[config.mk]
export PLATFORM = sky130hd
export DESIGN_NAME = flash_clock_security_regs
export DESIGN_NICKNAME = d
export VERILOG_FILES = /design/src/verilog/flash_regs_pkg.sv /design/src/verilog/flash_clock_security_regs.sv /design/src/verilog/timebase_divider.sv
export VERILOG_INCLUDE_DIRS = /design/src /design/src/verilog
export SDC_FILE = /design/constraint.sdc
export NUM_CORES = 1
export LEC_CHECK = 0
export BUFFER_PORTS_ARGS = -buffer_cell sky130_fd_sc_hd__buf_2
export CAP_MARGIN = 20
export CORE_ASPECT_RATIO = 1.4
export CORE_UTILIZATION = 42
export DETAILED_ROUTE_END_ITERATION = 10
export PLACE_DENSITY_LB_ADDON = 0.25
export SKIP_CTS_REPAIR_TIMING = 1
export SLEW_MARGIN = 20
export SYNTH_ARGS = -nofsm -noshare
export SYNTH_HDL_FRONTEND = slang
export SYNTH_SLANG_ARGS = --single-unit
[constraint.sdc]
create_clock -name ref_clk -period 1.8 [get_ports ref_clk]
set_input_delay 0.18 -clock ref_clk [delete_from_list [all_inputs] [get_ports ref_clk]]
set_output_delay 0.18 -clock ref_clk [all_outputs]
set_load 0.01 [all_outputs]
[src/verilog/flash_regs_cfg.svh]
`ifndef FLASH_REGS_CFG_SVH
`define FLASH_REGS_CFG_SVH

// register word indexes (offsets 0..3 are word indexes, byte address = 4 * index)
`define CLKDIV_IDX 4'h0
`define SECURITY_IDX 4'h1
`define WORDIDX_IDX 4'h2
`define FACTORY_IDX 4'h3
// own registers
`define CMDSTAT_IDX 4'h4
`define TIMEBASE_IDX 4'h5
`define ADDR_W 6

// clock divider fields
`define LOADED_BIT 7
`define LOCK_BIT 6
`define DIVISOR_W 6

// security fields
`define KEY_ENABLED 2'h2
`define STATE_UNSECURED 2'h2
`define SECURITY_ALL_SET 8'hFF

// reset values
`define DIVISOR_RST 6'h00
`define WORDSEL_RST 3'h0
`define SECURITY_RST 8'hFF

`endif

[src/verilog/flash_regs_pkg.sv]
package flash_regs_pkg;

  typedef struct packed {
    logic [7:6] keyEnable;
    logic [5:2] reservedNv;
    logic [1:0] protState;
  } security_s;

  typedef struct packed {
    logic load;
    logic doubleFault;
    logic [7:0] data;
  } nv_load_s;

  typedef struct packed {
    logic loaded;
    logic lock;
    logic [5:0] divisor;
  } clkdiv_s;

endpackage

[src/verilog/flash_clock_security_regs.sv]
`timescale 1ns/1ps
`default_nettype none
`include "flash_regs_cfg.svh"

module flash_clock_security_regs
  import flash_regs_pkg::*;
(
  // clock and reset
  input wire logic ref_clk,
  input wire logic rst_n,
  // avalon-mm slave
  input wire logic [`ADDR_W-1:0] address,
  input wire logic read,
  input wire logic write,
  input wire logic [31:0] writedata,
  input wire logic [3:0] byteenable,
  output logic [31:0] readdata,
  output logic waitrequest,
  output logic [1:0] response,
  // reset-sequence load of the security byte
  input wire flash_regs_pkg::nv_load_s nvLoad,
  input wire logic resetSeqActive,
  // command engine side
  input wire logic commandCompleteFlag,
  input wire logic backdoorUnlock,
  // outputs to the engine
  output logic timebaseTick,
  output logic [2:0] wordSelect,
  output logic backdoorAllowed,
  output logic unsecured,
  output logic writeWhileBusy
);
  import flash_regs_pkg::*;

  clkdiv_s clkDiv;
  security_s security;
  logic [2:0] wordSel;
  logic [15:0] tickCount;
  logic rdPend;
  logic [3:0] wordIdx;
  logic wrLane0;
  logic mapped;

  assign wordIdx = address[5:2];
  assign wrLane0 = write && byteenable[0] && address[1:0] == 2'h0;
  assign mapped = address[1:0] == 2'h0 && wordIdx <= `TIMEBASE_IDX;

  // reads take one wait cycle so the read data comes from a flop; writes finish at once
  assign waitrequest = read && !rdPend;

  always_ff @(posedge ref_clk or negedge rst_n) begin
    if (!rst_n) begin
      rdPend <= 1'b0;
    end else begin
      rdPend <= read && !rdPend;
    end
  end

  // clock divider control register
  always_ff @(posedge ref_clk or negedge rst_n) begin
    if (!rst_n) begin
      clkDiv.loaded <= 1'b0;
      clkDiv.lock <= 1'b0;
      clkDiv.divisor <= `DIVISOR_RST;
    end else if (wrLane0 && wordIdx == `CLKDIV_IDX) begin
      // writable regardless of the command-complete flag, so reset-sequence writes land
      clkDiv.loaded <= 1'b1;
      clkDiv.lock <= clkDiv.lock | writedata[`LOCK_BIT];
      if (!clkDiv.lock) begin
        clkDiv.divisor <= writedata[`DIVISOR_W-1:0];
      end
    end
  end

  // timebase: divide by divisor+1 so band 0x00 at ~1 MHz passes every clock
  timebase_divider u_div (
    .ref_clk(ref_clk),
    .rst_n(rst_n),
    .divisor(clkDiv.divisor),
    .tick(timebaseTick)
  );

  always_ff @(posedge ref_clk or negedge rst_n) begin
    if (!rst_n) begin
      tickCount <= 16'h0000;
    end else if (timebaseTick) begin
      tickCount <= tickCount + 16'h0001;
    end
  end

  // security register: only hardware loads it, bus writes never touch it
  always_ff @(posedge ref_clk or negedge rst_n) begin
    if (!rst_n) begin
      security <= `SECURITY_RST;
    end else if (nvLoad.load) begin
      if (nvLoad.doubleFault) begin
        security <= `SECURITY_ALL_SET;
      end else begin
        security <= nvLoad.data;
      end
    end else if (backdoorUnlock && backdoorAllowed) begin
      security.protState <= `STATE_UNSECURED;
    end
  end

  assign backdoorAllowed = security.keyEnable == `KEY_ENABLED;
  assign unsecured = security.protState == `STATE_UNSECURED;

  // word index register
  always_ff @(posedge ref_clk or negedge rst_n) begin
    if (!rst_n) begin
      wordSel <= `WORDSEL_RST;
    end else if (wrLane0 && wordIdx == `WORDIDX_IDX) begin
      wordSel <= writedata[2:0];
    end
  end
  assign wordSelect = wordSel;

  // sticky flag for software writing while a command runs outside reset
  always_ff @(posedge ref_clk or negedge rst_n) begin
    if (!rst_n) begin
      writeWhileBusy <= 1'b0;
    end else if (write && !commandCompleteFlag && !resetSeqActive) begin
      writeWhileBusy <= 1'b1;
    end else if (wrLane0 && wordIdx == `CMDSTAT_IDX && writedata[0]) begin
      writeWhileBusy <= 1'b0;
    end
  end

  // read data and response registered on the wait cycle
  always_ff @(posedge ref_clk or negedge rst_n) begin
    if (!rst_n) begin
      readdata <= 32'h0000_0000;
      response <= 2'h0;
    end else if (read && !rdPend) begin
      response <= mapped ? 2'h0 : 2'h2;
      readdata <= 32'h0000_0000;
      if (mapped) begin
        case (wordIdx)
          `CLKDIV_IDX: readdata[7:0] <= clkDiv;
          `SECURITY_IDX: readdata[7:0] <= security;
          `WORDIDX_IDX: readdata[7:0] <= {5'h00, wordSel};
          `FACTORY_IDX: readdata[7:0] <= 8'h00;
          `CMDSTAT_IDX: readdata[7:0] <= {4'h0, unsecured, backdoorAllowed,
                                          commandCompleteFlag, writeWhileBusy};
          `TIMEBASE_IDX: readdata[15:0] <= tickCount;
          default: readdata <= 32'h0000_0000;
        endcase
      end
    end else if (write) begin
      response <= mapped ? 2'h0 : 2'h2;
    end
  end

endmodule // flash_clock_security_regs
`default_nettype wire

[src/verilog/timebase_divider.sv]
`timescale 1ns/1ps
`default_nettype none
`include "flash_regs_cfg.svh"

module timebase_divider (
  // clock and reset
  input wire logic ref_clk,
  input wire logic rst_n,
  // control
  input wire logic [`DIVISOR_W-1:0] divisor,
  // one-cycle pulse every divisor+1 clocks
  output logic tick
);

  logic [`DIVISOR_W-1:0] count;

  // no restart on divisor change; count is compared with the current divisor each clock, so a smaller value wraps at once
  always_ff @(posedge ref_clk or negedge rst_n) begin
    if (!rst_n) begin
      count <= 6'h00;
      tick <= 1'b0;
    end else if (count >= divisor) begin
      count <= 6'h00;
      tick <= 1'b1;
    end else begin
      count <= count + 6'h01;
      tick <= 1'b0;
    end
  end

endmodule // timebase_divider
`default_nettype wire
* After elaboration in Yosys (flattened, before gate mapping) *
Cells that the tools add are included.

word-level totals
  flip-flop bits (word level) = 78
  output and inout port bits = 42
  bits of input ports = 59
  word-level logic and storage cells = 59

cells by class
  bitwise gates (word level) = 2
  reduce and logical (&&, ||, !) cells = 20
  add/sub/neg operators = 2
  multiplexer cells = 13
  equal/unequal tests = 6
  magnitude comparators = 2

operator list
  cell                                                                    number
  8-bit case mux with 5 select lines                                      1
  16-bit by 1-bit adder with 16-bit output (second input constant)        1
  16-bit two-way mux                                                      1
  8-bit two-way mux                                                       2
  1-bit logical AND                                                       11
  2-bit two-way mux                                                       5
  4-bit by 3-bit equality test with 1-bit output (second input constant)  2
  6-bit by 1-bit adder with 6-bit output (second input constant)          1
  6-bit >= comparator                                                     1
  6-bit two-way mux                                                       1
  2-bit nonzero test                                                      3
  2-bit equality test (second input constant)                             2
  4-bit by 1-bit equality test with 1-bit output (second input constant)  1
  4-bit by 2-bit equality test with 1-bit output (second input constant)  1
  4-bit by 3-bit <= comparator with 1-bit output (second input constant)  1
  4-bit zero test                                                         1
  1-bit zero test                                                         3
  1-bit two-way mux                                                       3
  2-bit zero test                                                         1
  2-bit AND reduction                                                     1
  1-bit inverter                                                          1
  1-bit OR                                                                1

* Logic depth before layout (Yosys ltp) *
  depth in word-level cells = 6
  depth in mapped cells = 6
  mapped depth without buffers = 6

* By module *
Synthesis repeated with hierarchy kept, for this count alone.

unflattened totals
  cell total of the unflattened synthesis = 268
  area, all modules = 3056.7 µm²

modules (own cells, without submodules)
  module                     sequential area each (µm²)  area an instance (µm²)  cells an instance  instances
  flash_clock_security_regs  1361.3                      2611.3                  223                1
  timebase_divider           175.2                       445.4                   45                 1

* Worst setup path after synthesis *
Ideal clock, no wire load.

  path type = register to register
  start point = register tickCount[5]
  end point = register tickCount[15]
  setup time = 0.123 ns
  path buffers = 0
  data arrival time = 1.246 ns
  stages on the path, launching flop included = 5
  data required time = 1.677 ns
  clock period less this slack = 1.368 ns
  path slack = 0.432 ns
  cells stage by stage = dfrtp_1 -> nand4_1 -> nor4_1 -> nand3_1 -> xnor2_1

on the way
  word-level cells in the longest chain between the ends = 1

ends and longest elaborated chain
  element                                   line                             text
  start: declaration                        flash_clock_security_regs.sv:38  logic [15:0] tickCount;
  start signal: assignment                  flash_clock_security_regs.sv:87  tickCount <= tickCount + 16'h0001;
  16-bit by 1-bit adder with 16-bit output  flash_clock_security_regs.sv:87

Every way passes these cells.
A chain may end at the register's enable or synchronous reset.

* Worst setup path in the final report *
  start point = register security[7] in the netlist's numbering
  end point = output backdoorAllowed

on the way
  word-level cells in the longest chain between the ends = 1

ends and longest elaborated chain
  element                        line                             text
  start: declaration             flash_clock_security_regs.sv:36  security_s security;
  start signal: assignment       flash_clock_security_regs.sv:94  security <= `SECURITY_RST;
  start signal: assignment       flash_clock_security_regs.sv:97  security <= `SECURITY_ALL_SET;
  start signal: assignment       flash_clock_security_regs.sv:99  security <= nvLoad.data;
  2-bit equality test (no line)  n/a
  end: declaration               flash_clock_security_regs.sv:29  output logic backdoorAllowed,

Every way passes these cells.

==> results.json <==
{
  "status": "finished clean",
  "grt_pass1_wl_mm": 10.0,
  "irDropWorstVdd_v": 0.000541,
  "die_area_mm2": 0.00739,
  "finalCritPeriodShare": 0.884,
  "path_buf_inv": 1,
  "pre_cts_slack_ps": 203,
  "dr.first_iter.drc_count": 73,
  "via_count": 2119,
  "ys_ff_latch": 61,
  "hp-class": "input port to flop",
  "path_cells": "nor2b_1 -> buf_2",
  "cts_tree": "built",
  "cts_buffers": 9,
  "routedWlPerCell_um": 14.6,
  "cap_viol_max_count": 0,
  "drive_gt1_frac": 0.325,
  "rsz0062_at_grt": "no",
  "synth_cells": 260,
  "grt_util_all_layers": 0.180,
  "syn_area_mm2": 0.00296,
  "grt_max_degree": 62,
  "p_leak_nw": 1.68,
  "die_h_um": 101,
  "avgSynthCellArea_um2": 11.4,
  "cpPeakStageDelay_ps": 550,
  "gp_congestion": 0.811,
  "cts.clk_slew.worst_paths_ps": 70,
  "ant_nets": 0,
  "start_util": 0.441,
  "clkSinkCount": 61,
  "dp.cells": 404,
  "crit_slowest_cell": "dfstp_2",
  "fin_skew_ps": 7.09,
  "yosysTopAreaCell": "dfrtp_1",
  "wirelength_mm": 6.13,
  "stdcell_area_mm2": 0.00350,
  "synth_top_area_share": 0.448,
  "ys_warn_count": 0,
  "antennaDiodeCount": 0,
  "dpl-instance-area_mm2": 0.00330,
  "crit_required_ps": 1620,
  "holdPathStages": 2,
  "place_hpwl_mm": 4.58,
  "yosysSeqAreaShare": 0.519,
  "htreeDepth": 3,
  "nNetsFinal": 391,
  "clock_path_buffers": 2,
  "cp-end-kind": "output pin",
  "finalSetupViolCount": 0,
  "fin_crit_ps": 1590,
  "stdcell_count": 421,
  "area_growth_syn_to_layout_pct": 18.5,
  "rows": 35,
  "finalWorstSetupSlack_ps": 208,
  "ys_async_sr_fraction": 1.00,
  "drv_slew": 0,
  "ys_top_cells_by_area": "dfrtp_1, dfstp_2, mux2_2",
  "path_delay_family": "flip-flops",
  "cp_max_fo": 3,
  "worstSetupPathType": "flop to output pin",
  "die_w_um": 72.9,
  "power_density_mw_per_mm2": 1020,
  "crit_cells": 2,
  "clk_latency_ps": 330,
  "ctsRootBufferMaster": "clkbuf_8",
  "io_buffers": 55,
  "reg2reg_depth": 6,
  "fp.coreArea_mm2": 0.00670,
  "first_pass_iters": 4,
  "start_kind": "flop",
  "viasPerCell": 5.03,
  "tns_ps": 0,
  "hold_viol_final": 0,
  "grt_pass1_vias": 2062,
  "pin_count": 101,
  "cp.arrival_ps": 1410,
  "fmax_mhz": 628,
  "drc": 0,
  "synth_edf_count": 0,
  "antenna_found_initial": 0,
  "grt_overflow_total": 0,
  "synthFlopType": "dfrtp_1",
  "ys_types": 45,
  "fillers": 630
}
## sequential cells by signal, summed over array words and instances (netlist names)
register,count
readdata,16
tickCount,16
clkDiv,8
security,8
u_div.count,6
wordSelect,3
rdPend,1
response,1
u_div.tick,1
writeWhileBusy,1
## logic make-up (layout without fill, tap and decap cells)
family	count (synthesis)	in the layout	synth area share
buffers and inverters	36	89	0.0702
flip-flops	61	61	0.519
multiplexers	18	18	0.0711
AO/OA/AOI/OAI	47	47	0.116
other	1	17	0.00127
AND/OR/NAND/NOR	70	70	0.132
adder cells (fa/ha/maj)	8	8	0.0338
XOR/XNOR	19	19	0.0563
## power by group
part | leakage, nW | internal (W) | switching (W)
Combinational | 0.798 | 0.000308 | 0.000331
Clock | 0.0923 | 0.000636 | 0.000544
Sequential | 0.792 | 0.00155 | 0.000193
## synthesized netlist by cell type (all sizes together), types with 8 or more instances
master  count
buf        22
dfstp       8
nand3       8
a22o       11
dfrtp      53
xnor2      13
ha          8
inv        10
nand2      14
o21ai      10
mux2       14
nor2       17
## through the flow
| step | hold WS, ps | utilization | power (W) |
|---|---|---|---|
| floorplan | -116 | - | 0.00217 |
| global placement | 214 | 0.493 | 0.00239 |
| detailed placement | 216 | 0.493 | 0.00241 |
| CTS | -154 | 0.522 | 0.00360 |
| global route | 43.1 | 0.523 | 0.00377 |
| finish | 29.3 | 0.523 | 0.00356 |
## cell type report
type                            count  area, um2  area share
Inverter                           10       37.5      0.0107
Clock inverter                      6       63.8      0.0182
Tap cell                           92        115      0.0328
Sequential cell                    61       1540       0.438
Clock buffer                       10        128      0.0364
Timing Repair Buffer               63        350       0.100
Multi-Input combinational cell    179       1270       0.363
## worst paths after layout
path / from / endpoint / slack, ps
worst max-delay path: security[7] / backdoorAllowed / 210
worst min-delay path: resetSeqActive / writeWhileBusy / 30
worst max register to register: u_div.count[0] / u_div.count[4] / 230
worst min register to register: tickCount[15] / tickCount[15] / 480
max in group asynchronous: rst_n / security[2] / 1120
min in group asynchronous: rst_n / readdata[10] / 380
## cell usage in the layout, fill, tap and decap left out, drive strengths merged, types with 3 or more instances in the layout
master	instances
clkbuf	10
mux2i	3
nand2b	4
dfstp	8
nand3	8
xor2	6
nor2b	3
nor2	17
xnor2	13
o22a	6
o21ai	10
buf	62
conb	17
ha	8
dfrtp	53
a22oi	6
inv	10
nor3	5
clkinv	3
a22o	11
a21oi	5
mux2	14
nand4	5
or2	3
nand2	14
## per-layer routing
layer / wire, um / track usage / vias to the layer above
met5: 0 / 0 / -
met4: 109 / 0.0649 / 0
met3: 223 / 0.0438 / 10
met2: 3010 / 0.293 / 55
met1: 2790 / 0.234 / 1039
li1: - / - / 1015
No activity file was read; power rests on OpenSTA's default activity.
